==> src/inc/conv_pkg.sv <==
// constants and types for the conversion controller
// assumes a single 40 MHz system clock feeds every block
package conv_pkg;
	// converter resolution
	localparam int RESULT_W        = 12;
	// system clock
	localparam int CLK_HZ          = 40_000_000;
	localparam int CLK_PERIOD_NS   = 25;
	// ceiling on the converter step rate, rounded up to whole cycles
	localparam int CONV_CLK_MAX_HZ = 14_000_000;
	localparam int STEP_CYCLES     = (CLK_HZ + CONV_CLK_MAX_HZ - 1) / CONV_CLK_MAX_HZ;
	// power-up or wake settling wait, rounded up to whole cycles
	localparam int SETTLE_TIME_NS  = 10_000;
	localparam int SETTLE_CYCLES   = (SETTLE_TIME_NS + CLK_PERIOD_NS - 1) / CLK_PERIOD_NS;
	// highest sustained sample rate and the shortest period it implies
	localparam int MAX_RATE_SPS    = 700_000;
	localparam int MIN_PERIOD_CYCLES = CLK_HZ / MAX_RATE_SPS;
	// acquisition length in converter steps
	localparam int SAMPLE_STEPS    = 2;
	// result buffer depth
	localparam int BUF_DEPTH       = 2;
	// controller states
	typedef enum logic [2:0] {
		st_off,
		st_settle,
		st_idle,
		st_sample,
		st_convert,
		st_store
	} conv_state_t;
endpackage

==> src/inc/result_stream_if.sv <==
// result word stream between the controller and its buffer
// assumes both ends run on the same clock
`timescale 1ns/100ps
interface result_stream_if #(
	parameter int W = 12
) ();
	logic         valid;
	logic         ready;
	logic [W-1:0] data;
	modport src (output valid, output data, input ready);
	modport snk (input valid, input data, output ready);
endinterface

==> src/hdl/sar_stepper.sv <==
// binary search register driving the internal dac code
// assumes load and step are single-cycle pulses from the controller
`timescale 1ns/100ps
module sar_stepper #(
	parameter int W = conv_pkg::RESULT_W
) (
	// clock and reset
	input  wire logic         clk_sys,
	input  wire logic         rst_b,
	// sequencing
	input  wire logic         load,
	input  wire logic         step,
	input  wire logic         cmp_high,
	// search state
	output logic [W-1:0]      trial,
	output logic              done
);
	localparam logic [W-1:0] MSB_ONE = {1'b1, {(W-1){1'b0}}};

	logic [W-1:0] mask;
	logic [W-1:0] next_trial;

	// keep the tested bit if input is above the dac, then try the next lower bit
	assign next_trial = (cmp_high ? trial : (trial & ~mask)) | (mask >> 1);
	assign done       = step & mask[0]; // last decision taken

	// msb first, lsb last
	always_ff @(posedge clk_sys or negedge rst_b) begin
		if (!rst_b) begin
			trial <= '0;
			mask  <= '0;
		end else if (load) begin
			trial <= MSB_ONE;
			mask  <= MSB_ONE;
		end else if (step && (mask != '0)) begin
			trial <= next_trial;
			mask  <= mask >> 1;
		end
	end

	// load puts the msb on trial first
	msb_first_a: assert property (@(posedge clk_sys) disable iff (!rst_b)
		load |=> (trial == MSB_ONE) && (mask == MSB_ONE))
		else $error("search did not start at the msb");
	// each step retires exactly one mask bit
	mask_walk_a: assert property (@(posedge clk_sys) disable iff (!rst_b)
		(step && !load && mask != '0) |=> (mask == $past(mask) >> 1))
		else $error("search did not move one bit down");
endmodule

==> src/hdl/result_buffer.sv <==
// small fifo holding finished results until the reader takes them
// assumes the reader pops with out_valid and out_ready in the same cycle
`timescale 1ns/100ps
module result_buffer #(
	parameter int W     = conv_pkg::RESULT_W,
	parameter int DEPTH = conv_pkg::BUF_DEPTH
) (
	// clock and reset
	input  wire logic                     clk_sys,
	input  wire logic                     rst_b,
	// fill side
	result_stream_if.snk                  wr,
	// drain side
	output logic                          out_valid,
	input  wire logic                     out_ready,
	output logic [W-1:0]                  out_data,
	output logic [$clog2(DEPTH+1)-1:0]    level
);
	localparam int PW = (DEPTH > 1) ? $clog2(DEPTH) : 1;
	localparam int CW = $clog2(DEPTH + 1);
	localparam logic [PW-1:0] LAST = PW'(DEPTH - 1);
	localparam logic [CW-1:0] FULL = CW'(DEPTH);

	logic [W-1:0]  mem [DEPTH];
	logic [PW-1:0] wr_ptr;
	logic [PW-1:0] rd_ptr;
	logic          push;
	logic          pop;

	// handshakes
	assign wr.ready  = (level != FULL);
	assign out_valid = (level != '0);
	assign push      = wr.valid & wr.ready;
	assign pop       = out_valid & out_ready;
	assign out_data  = mem[rd_ptr];

	// storage
	always_ff @(posedge clk_sys) begin
		if (push)
			mem[wr_ptr] <= wr.data;
	end

	// pointers and fill level
	always_ff @(posedge clk_sys or negedge rst_b) begin
		if (!rst_b) begin
			wr_ptr <= '0;
			rd_ptr <= '0;
			level  <= '0;
		end else begin
			if (push)
				wr_ptr <= (wr_ptr == LAST) ? '0 : wr_ptr + 1'b1;
			if (pop)
				rd_ptr <= (rd_ptr == LAST) ? '0 : rd_ptr + 1'b1;
			level <= level + CW'(push) - CW'(pop);
		end
	end

	// last word read releases the valid level
	eoc_release_a: assert property (@(posedge clk_sys) disable iff (!rst_b)
		(pop && !push && level == 1) |=> !out_valid)
		else $error("valid stayed after the last word was read");
endmodule

==> src/hdl/sar_conv_ctrl.sv <==
// control for a successive approximation converter: start, sample, search, store
// assumes the comparator output is synchronous to clk_sys and the reader pops
// results with eoc and rd_ready
// a full buffer holds the search in its store state, so a slow reader loses no word;
// power_en low aborts the running conversion but keeps finished words in the buffer;
// starts are only looked at in idle, so a strobe that lands mid-conversion is lost
`timescale 1ns/100ps
module sar_conv_ctrl #(
	parameter int W            = conv_pkg::RESULT_W,
	parameter int SETTLE       = conv_pkg::SETTLE_CYCLES,
	parameter int STEP         = conv_pkg::STEP_CYCLES,
	parameter int SAMPLE_STEPS = conv_pkg::SAMPLE_STEPS,
	parameter int DEPTH        = conv_pkg::BUF_DEPTH
) (
	// clock and reset
	input  wire logic         clk_sys,
	input  wire logic         rst_b,
	// control
	input  wire logic         power_en,
	input  wire logic         start_req,
	input  wire logic         frame_start,
	input  wire logic         single_mode,
	// analog front end
	input  wire logic         cmp_high,
	output logic [W-1:0]      dac_code,
	output logic              track,
	// status
	output logic              warm,
	output logic              busy,
	output logic              done_status,
	output logic              eoc,
	// result read port
	input  wire logic         rd_ready,
	output logic [W-1:0]      rd_data
);
	localparam int SW = $clog2(SETTLE);
	localparam int DW = $clog2(STEP);
	localparam int AW = (SAMPLE_STEPS > 1) ? $clog2(SAMPLE_STEPS) : 1;
	localparam int LW = $clog2(DEPTH + 1);
	localparam logic [SW-1:0] SETTLE_LAST = SW'(SETTLE - 1);
	localparam logic [DW-1:0] STEP_LAST   = DW'(STEP - 1);
	localparam logic [AW-1:0] SAMPLE_LAST = AW'(SAMPLE_STEPS - 1);
	localparam logic [LW-1:0] LEVEL_ONE   = LW'(1);

	conv_pkg::conv_state_t state;
	conv_pkg::conv_state_t next_state;

	logic [SW-1:0] settle_cnt;
	logic [DW-1:0] div_cnt;
	logic [AW-1:0] samp_cnt;
	logic [LW-1:0] level;
	logic          start_hit;
	logic          stepping;
	logic          step_tick;
	logic          load;
	logic          conv_step;
	logic          conv_done;
	logic          settle_end;
	logic          sample_end;
	logic          push;
	logic          pop;

	result_stream_if #(.W(W)) res ();

	// decoded conditions
	assign start_hit  = start_req | frame_start;
	assign stepping   = (state == conv_pkg::st_sample) | (state == conv_pkg::st_convert);
	assign step_tick  = stepping & (div_cnt == STEP_LAST);
	assign settle_end = (state == conv_pkg::st_settle) & (settle_cnt == SETTLE_LAST);
	assign sample_end = (state == conv_pkg::st_sample) & step_tick & (samp_cnt == SAMPLE_LAST);
	assign load       = sample_end;
	assign conv_step  = (state == conv_pkg::st_convert) & step_tick;
	assign push       = res.valid & res.ready;
	assign pop        = eoc & rd_ready;

	// outward status
	assign track = (state == conv_pkg::st_sample);
	assign warm  = (state != conv_pkg::st_off) & (state != conv_pkg::st_settle);
	assign busy  = stepping | (state == conv_pkg::st_store);

	// stored result offered to the buffer
	assign res.valid = (state == conv_pkg::st_store);
	assign res.data  = dac_code;

	// next state
	always_comb begin
		next_state = state;
		case (state)
			conv_pkg::st_off: begin
				if (power_en)
					next_state = conv_pkg::st_settle;
			end
			conv_pkg::st_settle: begin
				if (settle_end)
					next_state = conv_pkg::st_idle;
			end
			conv_pkg::st_idle: begin
				if (start_hit)
					next_state = conv_pkg::st_sample;
			end
			conv_pkg::st_sample: begin
				if (sample_end)
					next_state = conv_pkg::st_convert;
			end
			conv_pkg::st_convert: begin
				if (conv_done)
					next_state = conv_pkg::st_store;
			end
			conv_pkg::st_store: begin
				if (res.ready)
					next_state = single_mode ? conv_pkg::st_idle : conv_pkg::st_sample;
			end
			default: next_state = conv_pkg::st_off;
		endcase
		if (!power_en)
			next_state = conv_pkg::st_off;
	end

	// state register
	always_ff @(posedge clk_sys or negedge rst_b) begin
		if (!rst_b)
			state <= conv_pkg::st_off;
		else
			state <= next_state;
	end

	// settling wait counter
	always_ff @(posedge clk_sys or negedge rst_b) begin
		if (!rst_b)
			settle_cnt <= '0;
		else if (state == conv_pkg::st_settle)
			settle_cnt <= settle_cnt + 1'b1;
		else
			settle_cnt <= '0;
	end

	// converter step divider
	always_ff @(posedge clk_sys or negedge rst_b) begin
		if (!rst_b)
			div_cnt <= '0;
		else if (stepping && !step_tick)
			div_cnt <= div_cnt + 1'b1;
		else
			div_cnt <= '0;
	end

	// acquisition step counter
	always_ff @(posedge clk_sys or negedge rst_b) begin
		if (!rst_b)
			samp_cnt <= '0;
		else if (state != conv_pkg::st_sample || sample_end)
			samp_cnt <= '0;
		else if (step_tick)
			samp_cnt <= samp_cnt + 1'b1;
	end

	// done status: a new result wins over a read that empties the buffer
	always_ff @(posedge clk_sys or negedge rst_b) begin
		if (!rst_b)
			done_status <= 1'b0;
		else if (push)
			done_status <= 1'b1;
		else if (pop && level == LEVEL_ONE)
			done_status <= 1'b0;
	end

	// bit decisions
	sar_stepper #(
		.W        (W)
	) u_stepper (
		.clk_sys  (clk_sys),
		.rst_b    (rst_b),
		.load     (load),
		.step     (conv_step),
		.cmp_high (cmp_high),
		.trial    (dac_code),
		.done     (conv_done)
	);

	// two-entry result buffer; eoc is its valid, the reader's read is its ready
	result_buffer #(
		.W         (W),
		.DEPTH     (DEPTH)
	) u_buffer (
		.clk_sys   (clk_sys),
		.rst_b     (rst_b),
		.wr        (res),
		.out_valid (eoc),
		.out_ready (rd_ready),
		.out_data  (rd_data),
		.level     (level)
	);

	// no conversion before the settling wait ends
	settle_guard_a: assert property (@(posedge clk_sys) disable iff (!rst_b)
		(state == conv_pkg::st_settle && settle_cnt != SETTLE_LAST)
			|=> (state == conv_pkg::st_settle || state == conv_pkg::st_off))
		else $error("left settling before the wait ended");
	// settling lasts several cycles at least
	settle_length_a: assert property (@(posedge clk_sys) disable iff (!rst_b)
		($rose(state == conv_pkg::st_settle) && power_en)
			|-> (state == conv_pkg::st_settle || !power_en) [*8])
		else $error("settling ended too soon");
	// step ticks are spaced by the divider
	step_rate_a: assert property (@(posedge clk_sys) disable iff (!rst_b)
		step_tick |=> !step_tick [*2])
		else $error("converter step rate too high");
	// a full conversion takes its twelve steps then stores
	conv_length_a: assert property (@(posedge clk_sys) disable iff (!rst_b)
		load |-> ##[1:40] (conv_done || !power_en))
		else $error("conversion did not finish in time");
	// a stored result raises status and eoc
	done_flags_a: assert property (@(posedge clk_sys) disable iff (!rst_b)
		push |=> (done_status && eoc))
		else $error("completion did not raise status and eoc");
	// eoc holds until a read
	eoc_hold_a: assert property (@(posedge clk_sys) disable iff (!rst_b)
		(eoc && !rd_ready) |=> eoc)
		else $error("eoc dropped without a read");
	// starts during a conversion are ignored
	busy_ignore_a: assert property (@(posedge clk_sys) disable iff (!rst_b)
		(state == conv_pkg::st_convert && start_hit && !conv_done && power_en)
			|=> (state == conv_pkg::st_convert))
		else $error("start disturbed a running conversion");
	// single mode returns to idle after storing
	one_shot_a: assert property (@(posedge clk_sys) disable iff (!rst_b)
		(push && single_mode && power_en) |=> (state == conv_pkg::st_idle))
		else $error("single mode did not stop after one result");
	// continuous mode restarts at once
	continuous_run_a: assert property (@(posedge clk_sys) disable iff (!rst_b)
		(push && !single_mode && power_en) |=> (state == conv_pkg::st_sample))
		else $error("continuous mode did not restart");

	// a start seen in idle opens the acquisition window
	start_take_a: assert property (@(posedge clk_sys) disable iff (!rst_b)
		(state == conv_pkg::st_idle && start_hit && power_en) |=> track)
		else $error("start did not open sampling");
	// idle waits for a start in either mode
	idle_hold_a: assert property (@(posedge clk_sys) disable iff (!rst_b)
		(state == conv_pkg::st_idle && !start_hit && power_en) |=> (state == conv_pkg::st_idle))
		else $error("conversion began without a start");
	// starts during acquisition do not cut it short
	sample_ignore_a: assert property (@(posedge clk_sys) disable iff (!rst_b)
		(track && start_hit && !sample_end && power_en) |=> track)
		else $error("start disturbed the acquisition");
	// the search is loaded at the end of acquisition
	track_end_a: assert property (@(posedge clk_sys) disable iff (!rst_b)
		load |-> track ##1 !track)
		else $error("search loaded outside the acquisition end");
	// the trial code moves only on a decision
	dac_hold_a: assert property (@(posedge clk_sys) disable iff (!rst_b)
		(state == conv_pkg::st_convert && !conv_step) |=> $stable(dac_code))
		else $error("trial code moved between decisions");
	// a full buffer holds the finished word in store
	store_stall_a: assert property (@(posedge clk_sys) disable iff (!rst_b)
		(res.valid && !res.ready && power_en) |=> res.valid)
		else $error("stalled result was dropped");
	// a word pushed into an empty buffer is shown at once
	result_word_a: assert property (@(posedge clk_sys) disable iff (!rst_b)
		(push && level == '0) |=> (rd_data == $past(dac_code)))
		else $error("stored result not offered to the reader");
	// the offered word holds until it is read
	rd_hold_a: assert property (@(posedge clk_sys) disable iff (!rst_b)
		(eoc && !rd_ready) |=> $stable(rd_data))
		else $error("offered result changed before a read");
	// reading the last word clears the status bit
	done_clear_a: assert property (@(posedge clk_sys) disable iff (!rst_b)
		(pop && !push && level == LEVEL_ONE) |=> !done_status)
		else $error("status stayed after the last read");
	// power_en low forces the converter off
	power_off_a: assert property (@(posedge clk_sys) disable iff (!rst_b)
		!power_en |=> (!warm && !busy))
		else $error("converter stayed on without power");
	// warm only rises at the end of the settling wait
	warm_source_a: assert property (@(posedge clk_sys) disable iff (!rst_b)
		$rose(warm) |-> $past(settle_end))
		else $error("warm rose outside the settling end");

	// main scenarios
	one_shot_c: cover property (@(posedge clk_sys) disable iff (!rst_b)
		push && single_mode ##[1:100] pop);
	back_to_back_c: cover property (@(posedge clk_sys) disable iff (!rst_b)
		push && !single_mode ##[1:60] push);
	buffer_full_c: cover property (@(posedge clk_sys) disable iff (!rst_b)
		res.valid && !res.ready);
	strobe_start_c: cover property (@(posedge clk_sys) disable iff (!rst_b)
		state == conv_pkg::st_idle && frame_start && !start_req);
	stall_clear_c: cover property (@(posedge clk_sys) disable iff (!rst_b)
		res.valid && !res.ready ##1 push);
endmodule

==> config.mk <==
export PLATFORM = sky130hd
export DESIGN_NAME = sar_conv_ctrl
export DESIGN_NICKNAME = d
export VERILOG_FILES = /design/src/inc/conv_pkg.sv /design/src/inc/result_stream_if.sv /design/src/hdl/sar_stepper.sv /design/src/hdl/result_buffer.sv /design/src/hdl/sar_conv_ctrl.sv
export SDC_FILE = /design/constraint.sdc
export NUM_CORES = 1
export LEC_CHECK = 0
export BUFFER_PORTS_ARGS = -buffer_cell sky130_fd_sc_hd__buf_2
export CAP_MARGIN = 40
export CORE_UTILIZATION = 44
export CTS_CLUSTER_DIAMETER = 30
export DETAILED_ROUTE_END_ITERATION = 12
export GPL_TIMING_DRIVEN = 1
export PLACE_DENSITY = 0.7
export SLEW_MARGIN = 10
export SYNTH_ARGS = -nofsm -noshare
export SYNTH_HDL_FRONTEND = slang
export SYNTH_SLANG_ARGS = --single-unit
==> constraint.sdc <==
create_clock -name clk_sys -period 3.01 [get_ports clk_sys]
set_input_delay 0.903 -clock clk_sys [delete_from_list [all_inputs] [get_ports clk_sys]]
set_output_delay 0.903 -clock clk_sys [all_outputs]
set_load 0.02 [all_outputs]
# After elaboration in Yosys (flattened, before gate mapping)
# Memory sizes are Yosys's and may differ from the RTL's.
# Index checks and enable logic that the tools add are counted.
# classes
add_sub_neg	7
multipliers	0
div	0
n_lt_le_gt_ge	0
n_eq_ne	16
n_shift	0
muxes	23
bitwise_logic	15
reduce_logical	13
# op_table
operator	n
two-way mux 12 bit	5
two-way mux 3 bit	6
case mux 3 bit (6 select lines)	1
bitwise AND 12 bit	1
!= test 3 bit (second input constant)	4
NOT 12 bit	1
OR 12 x 11 -> 12 bit	1
nonzero test 12 bit	1
adder 9 x 1 -> 9 bit (second input constant)	1
bitwise AND 1 bit	9
== test 9 bit (second input constant)	1
two-way mux 1 bit	9
two-way mux 9 bit	1
nonzero test 2 bit	4
== test 3 x 2 -> 1 bit (second input constant)	2
== test 3 bit (second input constant)	2
!= test 3 x 2 -> 1 bit (second input constant)	2
AND reduction 5 bit	1
adder 1 bit (second input constant)	3
== test 3 x 1 -> 1 bit (second input constant)	1
logical AND 1 bit	3
zero test 3 bit	1
!= test 3 x 1 -> 1 bit (second input constant)	1
OR 1 bit	3
10 further kinds	10
# totals
register_bits	44
latch_bits	0
ram_bits	24
rom_bits	0
input_bits	8
output_inout_bits	29
mem_count	1
# mem_list
memory	words	word_bits	read_ports	rd_ports_with_merged_regs	wr	line_no	rtl
u_buffer.mem	2	12	1	0	1	result_buffer.sv:24	logic [W-1:0] mem [DEPTH];

# Logic depth before layout (Yosys ltp)
# Gate-level depths: netlist of run 1.
# depth
depth_word	8
ltp_mapped	7
ltp_nobuf	7

# Cells and area by module
# A second synthesis of run 1 with hierarchy kept.
# hier_totals
cells_unflattened	235
hier_area_um2	3010.4
# by_module_without_submodules
mod	n_inst	cells_per_inst	area_per_inst_um2	seq_area_each_um2
sar_stepper	1	92	1088.5	600.6
result_buffer	1	59	1082.3	820.8
sar_conv_ctrl	1	84	839.6	400.4

# Least setup slack after synthesis of run 1
# OpenSTA, ideal clock, no wires.
# synth_path
path_kind	register to register
start	register state[0]
end	memory u_buffer.mem[0][0], enable pin
setup_time_ns	0.412
t_arrival_ns	1.881
required_ns	2.598
slack_ns	0.716
stages_incl_launch_ff	4
path_buffers	1
period_less_slack_ns	2.294
cell_sequence	dfrtp_1 buf_4 inv_1 nor4_1
# synth_via
elab_chain_len	4
# synth_lines
element	line_no	rtl
start: declaration	sar_conv_ctrl.sv:45	conv_pkg::conv_state_t state;
start signal: assignment	sar_conv_ctrl.sv:122	state <= conv_pkg::st_off;
start signal: assignment	sar_conv_ctrl.sv:124	state <= next_state;
== test 3 bit	sar_conv_ctrl.sv:82	assign res.valid = (state == conv_pkg::st_store);
bitwise AND 1 bit	result_buffer.sv:33	assign push = wr.valid & wr.ready;
two-way mux 1 bit	result_buffer.sv:39	if (push)
two-way mux 1 bit (not written as such)	result_buffer.sv:40	mem[wr_ptr] <= wr.data;
end: declaration	result_buffer.sv:24	
# No other way between the ends.

# Worst setup path after layout of run 1
# layout_path
start	register u_buffer.rd_ptr
end	output rd_data[4]
# layout_via
elab_chain_len	1
# layout_lines
element	line_no	rtl
start: declaration	result_buffer.sv:26	logic [PW-1:0] rd_ptr;
start signal: assignment	result_buffer.sv:53	rd_ptr <= (rd_ptr == LAST) ? '0 : rd_ptr + 1'b1;
memory (2 x 12 bit)	--	
end: declaration	sar_conv_ctrl.sv:34	output logic [W-1:0] rd_data
# No other way between the ends.

==> impl_metrics.csv, run 1 <==
group,metric,value,unit
cts,clk_latency,0.35,ns
power,switching_share,0.2480,
die,ios,37,
cts,path_clk_slew,0.08,ns
cts,post_cts_buffers,0,
global_routing,grt_pass1_vias,1809,
cts,cts_root_buf,"clkbuf_8",
place,place.gp.congestion,0.8202,
sta,holdWs,0.4283,ns
worst_setup_path,slowest_stage,"dfrtp_1",
job,drv_cap,0,
global_routing,grt_pass1_wl,8997,um
place,pre_cts_ws,0.8633,ns
cts,htree_levels,3,
synth,ys_seq_elements,68,
synth,yosysTopAreaCell,"dfrtp_1",
synth,yosys-top-cells-area,"dfrtp_1 38%, edfxtp_1 25%, mux2_2 4.7%, a32o_1 3.5%, a22o_1 3.3%",
worst_setup_path,worst_setup_path_end_kind,"output pin",
sta,setup_viol,0,
global_routing,grt_overflow,0,
cts,cts_hold_buf,0,
sta,clock-skew-final,0.008656,ns
detailed_routing,ant_nets,0,
die,fp-row-count,29,
cells_and_area,n_antenna_cell,0,
place,hpwl,3642,um
sta,slew-limit-headroom,0.5547,
synth,ys_async_sr_fraction,0.6471,
cts,cts_sinks,68,
die,die_h,82.91,um
power,p_leak,0.001583,uW
detailed_routing,drc,0,
cells_and_area,syn_to_final_growth,16.94,%
worst_setup_path,required,2.11,ns
synth,synth_area_per_cell,13.09,um2
cts,cts_tree,"built",
detailed_routing,via_count,1849,
synth,synth.net_count,232,
global_routing,grt.total_usage,0.1696,
worst_setup_path,critPathMaxFanout,13,
sta,final-hold-violation-count,0,
global_routing,grt_max_degree,33,
worst_setup_path,path_buf_inv,1,
sta,final_max_slew_viol_count,0,
detailed_routing,first_pass_iters,4,
synth,synth-edff-count,24,
cells_and_area,drive_above_1_share,0.2809,
synth,yosys_most_used_dff,"dfrtp_1",
sta,worst_slew_pin_slew,0.6650,ns
cells_and_area,final_common_cell,"dfrtp_1",
synth,ys_seq_area_frac,0.6325,
status,status,"finished, final reports clean",
detailed_routing,wl_per_cell,15.49,um
detailed_routing,drt_wl_total,5327,um
detailed_routing,drt_iter0_markers,154,
worst_setup_path,crit_family,"flip-flops",
power,cellInternalPower,1548,uW
cts,cts_buffers,9,
cells_and_area,fillers,546,
worst_setup_path,worstSetupPathType,"register to output pin",
sta,fin_crit_sh,0.8292,
synth,ys_types,43,
power,p_comb_frac,0.085,
power,power_density,611.2,mW/mm2
worst_setup_path,cp.arrival,1.59,ns
synth,yosys_warnings,0,
place,portBuffers,36,
worst_setup_path,cp-start-kind,"register",
power,peakVddDrop,0.0002947,V
cts,cts_buffer_depth,2,
die,die_area,0.006873,mm2
sta,fmax,400.6,MHz
synth,synth_top_cell_area_share,0.3823,
sta,fin_crit,2.496,ns
detailed_routing,vias_per_cell,5.375,
global_routing,antenna_found_initial,0,
sta,setup_slack,0.5140,ns
worst_setup_path,slowest_delay,0.69,ns
die,core,0.006350,mm2
sta,rsz0062_at_grt,"false",
worst_setup_path,cp.depth,2,
min_path,hold_class,"input port to asynchronous set/reset pin",
cells_and_area,layout_common_cells,"44 x dfrtp_1, 36 x buf_2, 24 x edfxtp_1",
synth,syn_area,0.002880,mm2
power,p_switching,510.5,uW
worst_setup_path,rrSetupSlack,0.92,ns
sta,fin_setup_tns,0,ns
worst_setup_path,worstPathCellList,"mux2_2, buf_2",
worst_setup_path,rr_worst_depth,3,
die,start_util,0.4536,
power,seq_power_share,0.511,
power,p_clk_frac,0.403,
die,die_x,82.91,um
cts,post_cts_resized,0,
cells_and_area,nNetsFinal,274,
synth,synth_cells,220,
[Yosys cell counts (2+ instances only)]
master and instances:
nor2_1 13, or3_1 2, buf_2 2, nor3_1 2, o211ai_1 2, mux2_2 12
nand2_1 21, o21ai_0 3, a21boi_0 2, a32o_1 10, xnor2_1 6, nand3_1 5
inv_1 6, dfrtp_1 44, and2_1 2, nor4b_1 2, a31oi_1 2, and3_1 4
a21oi_1 4, clkbuf_1 3, o31ai_1 2, nand2b_1 2, a311oi_1 2, a22o_1 11
nor2b_1 2, buf_4 3, nor4_1 5, edfxtp_1 24, or2_2 2, xor2_1 4
ha_1 4
[flip-flops by register name (all words and copies together) (netlist names), 2 cells and up]
signal and flops:
u_buffer.mem 24, u_stepper.mask 12, u_stepper.trial 12, settle_cnt 9, div_cnt 2, u_buffer.level 2
state 3
[path summary, 6_finish.rpt]
| path | start | to |
|---|---|---|
| max | u_buffer.rd_ptr | rd_data[4] |
| min | rst_b | u_stepper.trial[6] |
| max reg2reg | state[0] | u_buffer.mem[1][8] |
| min reg2reg | div_cnt[0] | div_cnt[0] |
| max in group asynchronous | rst_b | settle_cnt[2] |
| min in group clk_sys | div_cnt[0] | div_cnt[0] |
[final cells by class]
type                    count  area [um2]  area share
repair buffers             40       210.2     0.06241
clock buffers               9       123.9     0.03678
clock inverters             7       98.84     0.02935
inverters                   6       22.52    0.006686
well taps                  77       96.34     0.02860
flip-flops and latches     68        1822      0.5409
multi-input cells         137       994.7      0.2953
[layer usage]
metal  vias up  track usage  share of wire
met5         -            0              0
met4         0      0.09875          0.019
met3         8      0.03976          0.034
met2        34       0.2466           0.46
met1       899       0.2330           0.49
li1        908            -              -
[power by group through the flow]
stage / Sequential (uW) / Clock, uW / Combinational (uW)
after floorplan: 1030 / 0 / 160
after global placement: 1070 / 0 / 175
after detailed placement: 1070 / 0 / 178
after CTS: 1050 / 843 / 179
after global routing: 1060 / 889 / 198
final: 1050 / 831 / 176
[cells by family after synthesis]
logic type | share of synthesized area
AOI/OAI and AO/OA | 0.1277
DFF | 0.6325
buffers and inverters | 0.02432
muxes | 0.04692
and+or+nand+nor | 0.1208
xor gates and xnor gates | 0.03041
adders and majority gates | 0.01738
[metrics by stage]
step / total power, uW / std cells / cell area [um2] / util
after floorplan: 1193 / 220 / 2880 / -
after global placement: 1244 / 328 / 3146 / 0.4954
after detailed placement: 1250 / 328 / 3146 / 0.4954
after CTS: 2076 / 344 / 3368 / 0.5304
after global routing: 2148 / 344 / 3368 / 0.5304
final: 2059 / 344 / 3368 / 0.5304
No activity file was read; power rests on OpenSTA's default activity.
==> run 2: changes to the inputs <==
Clock period 3.01 ns to 2.6 ns, I/O delays scaled along.
==> impl_metrics.csv, run 2 (synthesis results as in run 1) <==
group,metric,value,unit
cts,post_cts_resized,0,
detailed_routing,vias_per_cell,5.559,
power,p_comb_frac,0.188,
worst_setup_path,required,1.82,ns
sta,final_max_slew_viol_count,0,
power,p_leak,0.001484,uW
cts,clk_latency,0.34,ns
worst_setup_path,rr_worst_depth,4,
cells_and_area,n_antenna_cell,0,
global_routing,grt_overflow,0,
power,power_density,749.6,mW/mm2
detailed_routing,drc,0,
worst_setup_path,r2r-end,"u_stepper.mask[5]",
cts,cts_buffer_depth,2,
sta,fin_crit_sh,0.9235,
worst_setup_path,crit_end,"rd_data[7]",
cts,cts_hold_buf,0,
cells_and_area,layout_common_cells,"44 x dfrtp_1, 36 x buf_2, 24 x edfxtp_1",
cts,cts_sinks,68,
worst_setup_path,critPathMaxFanout,13,
worst_setup_path,slowest_delay,0.71,ns
place,dp.cells,329,
min_path,min_from,"div_cnt[0]",
worst_setup_path,cp-start-kind,"register",
power,seq_power_share,0.488,
worst_setup_path,rrSetupSlack,0.57,ns
cts,post_cts_buffers,0,
place,hpwl,3634,um
detailed_routing,wl_per_cell,15.88,um
die,die_area,0.006873,mm2
sta,fin_crit,2.401,ns
cts,path_clk_slew,0.07,ns
cells_and_area,top_register,"u_buffer.mem",
cells_and_area,final_common_cell,"dfrtp_1",
worst_setup_path,reg2reg_from,"state[2]",
cells_and_area,multi_input_area,994.7,um2
cts,cts_root_buf,"clkbuf_8",
global_routing,grt_max_degree,45,
detailed_routing,via_count,1918,
sta,fin_setup_tns,0,ns
die,fp-row-count,29,
min_path,hold_class,"register to register",
detailed_routing,ant_nets,0,
sta,slew-limit-headroom,0.5611,
cells_and_area,syn_to_final_growth,15.90,%
cts,cts_tree,"built",
cells_and_area,fillers,558,
global_routing,grt.total_usage,0.1713,
power,p_clk_frac,0.324,
status,status,"finished, final reports clean",
die,die_h,82.91,um
cells_and_area,largest_reg_flops,24,
power,cellInternalPower,1805,uW
die,die_x,82.91,um
die,core,0.006350,mm2
global_routing,antenna_found_initial,0,
power,p_switching,697.4,uW
detailed_routing,first_pass_iters,4,
cells_and_area,seqCellArea,0.001822,mm2
cts,cts_buffers,9,
cells_and_area,drive_above_1_share,0.2724,
cells_and_area,fin_cells,345,
global_routing,grt_pass1_wl,9108,um
sta,clock-skew-final,0.008438,ns
place,portBuffers,36,
worst_setup_path,slowest_stage,"dfrtp_1",
sta,setup_viol,0,
cells_and_area,top_regs,"u_buffer.mem: 24 flops, u_stepper.mask: 12 flops, u_stepper.trial: 12 flops",
cts,htree_levels,3,
worst_setup_path,cp.arrival,1.62,ns
job,drv_cap,0,
cells_and_area,final_util,0.5257,
worst_setup_path,worstSetupStartpoint,"u_buffer.rd_ptr",
global_routing,grt_pass1_vias,1905,
sta,fmax,416.5,MHz
sta,worst_slew_pin_slew,0.6554,ns
power,finalPower,2502,uW
cells_and_area,nNetsFinal,275,
worst_setup_path,worst_setup_path_end_kind,"output pin",
place,place.gp.congestion,0.7455,
die,start_util,0.4536,
sta,final-hold-violation-count,0,
worst_setup_path,worstSetupPathType,"register to output pin",
power,peakVddDrop,0.0005688,V
detailed_routing,drt_wl_total,5480,um
detailed_routing,drt_iter0_markers,126,
worst_setup_path,worstPathCellList,"mux2_2, buf_2",
die,ios,37,
power,switching_share,0.2787,
sta,rsz0062_at_grt,"false",
[run 2: changes by cell type in the layout (fill, tap and decap cells not counted), sizes merged]
cell	previous run	this run
buf	40	41
clkinv	3	2
clkbuf	9	11
clkinvlp	1	2
bufinv	2	1
inv	7	6
[run 2: per-layer routing]
metal | track usage | part of all wire | vias up
li1 | - | - | 915
met1 | 0.2096 | 0.45 | 960
met2 | 0.2832 | 0.50 | 34
met3 | 0.05169 | 0.037 | 9
met4 | 0.07053 | 0.014 | 0
met5 | 0 | 0 | -
[run 2: worst min path at each step]
stage,to,depth (start not counted),slack [ns]
after CTS,div_cnt[0],1,0.43
final,div_cnt[0],1,0.42
after detailed placement,div_cnt[0],1,0.42
after global placement,div_cnt[0],1,0.41
after floorplan,div_cnt[0],1,0.40
after global routing,div_cnt[0],1,0.47
[run 2: stage by stage]
| stage | cell area, um2 | worst slack [ns] | hold slack (ns) |
|---|---|---|---|
| after floorplan | 2880 | 0.3063 | 0.4026 |
| after global placement | 3153 | 0.5528 | 0.4113 |
| after detailed placement | 3153 | 0.5436 | 0.4173 |
| after CTS | 3338 | 0.1470 | 0.4264 |
| after global routing | 3338 | 0.1321 | 0.4673 |
| final | 3338 | 0.1989 | 0.4236 |
[run 2: power groups by stage]
| stage | clock network, uW | logic [uW] | registers (uW) |
|---|---|---|---|
| floorplan | 0 | 382 | 1200 |
| global placement | 0 | 468 | 1240 |
| detailed placement | 0 | 475 | 1240 |
| CTS | 830 | 477 | 1230 |
| global route | 874 | 508 | 1230 |
| finish | 811 | 469 | 1220 |
[run 2: worst max-delay path: cells and delay by family, from the launching register on]
family                 cells  cell delay (ns)
buffers and inverters      1             0.16
muxes                      1             0.41
DFF                        1             0.71
[run 2: area by class of cell]
class,count,area share
clock buffers,11,0.03936
flip-flops and latches,68,0.5457
inverters,6,0.006747
clock inverters,5,0.01612
multi-input cells,137,0.2980
well taps,77,0.02886
repair buffers,41,0.06522
==> run 3: changes to the inputs <==
Settings changed: CORE_ASPECT_RATIO set to 0.9.
==> impl_metrics.csv, run 3 (synthesis results as in run 1) <==
group,metric,value,unit
status,status,"finished, final reports clean",
cts,cts_buffers,9,
worst_setup_path,cp-start-kind,"register",
cells_and_area,largest_reg_flops,24,
power,switching_share,0.2999,
detailed_routing,wl_per_cell,14.71,um
sta,final_max_slew_viol_count,0,
detailed_routing,vias_per_cell,5.393,
worst_setup_path,cp.arrival,1.58,ns
cts,cts_tree,"built",
die,core,0.006216,mm2
die,die_x,87.29,um
sta,clock-skew-final,0.005644,ns
cts,clk_latency,0.33,ns
power,p_leak,0.001478,uW
sta,worst_slew_pin_slew,0.6029,ns
global_routing,antenna_found_initial,0,
power,cellInternalPower,1715,uW
cts,cts_hold_buf,0,
cells_and_area,n_antenna_cell,0,
sta,fin_crit_sh,0.9089,
die,ios,37,
place,hpwl,3520,um
job,drv_cap,0,
cts,cts_sinks,68,
place,dp.cells,338,
die,fp-row-count,27,
detailed_routing,via_count,1909,
power,p_switching,734.7,uW
global_routing,grt_pass1_wl,8790,um
place,place.gp.congestion,0.7941,
power,peakVddDrop,0.0003932,V
power,seq_power_share,0.497,
place,portBuffers,36,
cts,post_cts_buffers,0,
detailed_routing,first_pass_iters,4,
global_routing,grt_max_degree,45,
sta,final-hold-violation-count,0,
sta,slew-limit-headroom,0.5963,
sta,holdWs,0.4235,ns
detailed_routing,ant_nets,0,
detailed_routing,drc,0,
cells_and_area,nNetsFinal,274,
die,start_util,0.4634,
cells_and_area,top_regs,"u_buffer.mem: 24 flops, u_stepper.mask: 12 flops, u_stepper.trial: 12 flops",
detailed_routing,drt_iter0_markers,132,
cells_and_area,fin_cells,354,
cts,path_clk_slew,0.07,ns
cells_and_area,drive_above_1_share,0.2809,
power,p_comb_frac,0.192,
power,power_density,735.0,mW/mm2
die,die_h,78.76,um
die,die_area,0.006874,mm2
detailed_routing,drt_wl_total,5207,um
global_routing,grt_overflow,0,
cells_and_area,syn_to_final_growth,15.73,%
power,p_clk_frac,0.311,
sta,fin_setup_tns,0,ns
worst_setup_path,worstSetupPathType,"register to output pin",
min_path,hold_class,"register to register",
sta,rsz0062_at_grt,"false",
sta,fmax,423.2,MHz
worst_setup_path,required,1.82,ns
cells_and_area,final_common_cell,"dfrtp_1",
place,placed_area,0.003158,mm2
sta,fin_crit,2.363,ns
cells_and_area,postLayoutCellArea,0.003333,mm2
global_routing,grt.total_usage,0.1688,
cells_and_area,top_register,"u_buffer.mem",
cts,cts_root_buf,"clkbuf_8",
cts,htree_levels,3,
cells_and_area,layout_common_cells,"44 x dfrtp_1, 36 x buf_2, 24 x edfxtp_1",
sta,setup_viol,0,
cts,cts_buffer_depth,2,
global_routing,grt_pass1_vias,1834,
cts,post_cts_resized,0,
worst_setup_path,worst_setup_path_end_kind,"output pin",
worst_setup_path,critPathMaxFanout,13,
[run 3: worst paths after layout]
| path | slack [ns] | to | cells past startpoint | from |
|---|---|---|---|---|
| worst max register to register | 0.59 | u_stepper.trial[9] | 6 | div_cnt[0] |
| min in group asynchronous | 0.52 | u_stepper.mask[9] | 2 | rst_b |
| max in group asynchronous | 1.71 | u_buffer.level[0] | 2 | rst_b |
| worst min register to register | 0.42 | div_cnt[0] | 1 | div_cnt[0] |
| worst min-delay path | 0.42 | div_cnt[0] | 1 | div_cnt[0] |
| worst max-delay path | 0.24 | rd_data[8] | 2 | u_buffer.rd_ptr |
[run 3: routing by layer]
metal,vias to the layer above,global-route usage,routed length [um]
li1,912,-,-
met1,953,0.2283,2545
met2,40,0.2523,2408
met3,4,0.05301,204
met4,0,0.06885,49
met5,-,0,0
[run 3: cell type report]
cell class,count,area (um2)
Timing Repair Buffer,40,210.2
Multi-Input combinational cell,137,994.7
Sequential cell,68,1822
Clock inverter,7,51.30
Fill cell,557,2883
Tap cell,87,108.9
Inverter,6,22.52
Clock buffer,9,123.9
[run 3: critical path: stages, from the launching register on]
cell,delay [ns]
dfrtp_1,0.68
mux2_2,0.40
buf_2,0.16
[run 3: power by group through the flow]
stage	logic [uW]	registers, uW	clock network [uW]
floorplan	382	1200	0
global placement	465	1240	0
detailed placement	476	1240	0
CTS	477	1220	784
global route	510	1230	832
finish	469	1220	762
[run 3: metrics by stage]
stage	worst slack (ns)	util	power, uW
2_1_floorplan	0.3063	-	1578
3_3_place_gp	0.6352	0.5081	1702
3_5_place_dp	0.5615	0.5081	1719
4_1_cts	0.1786	0.5362	2483
5_1_grt	0.1472	0.5362	2572
6_report	0.2368	0.5362	2450
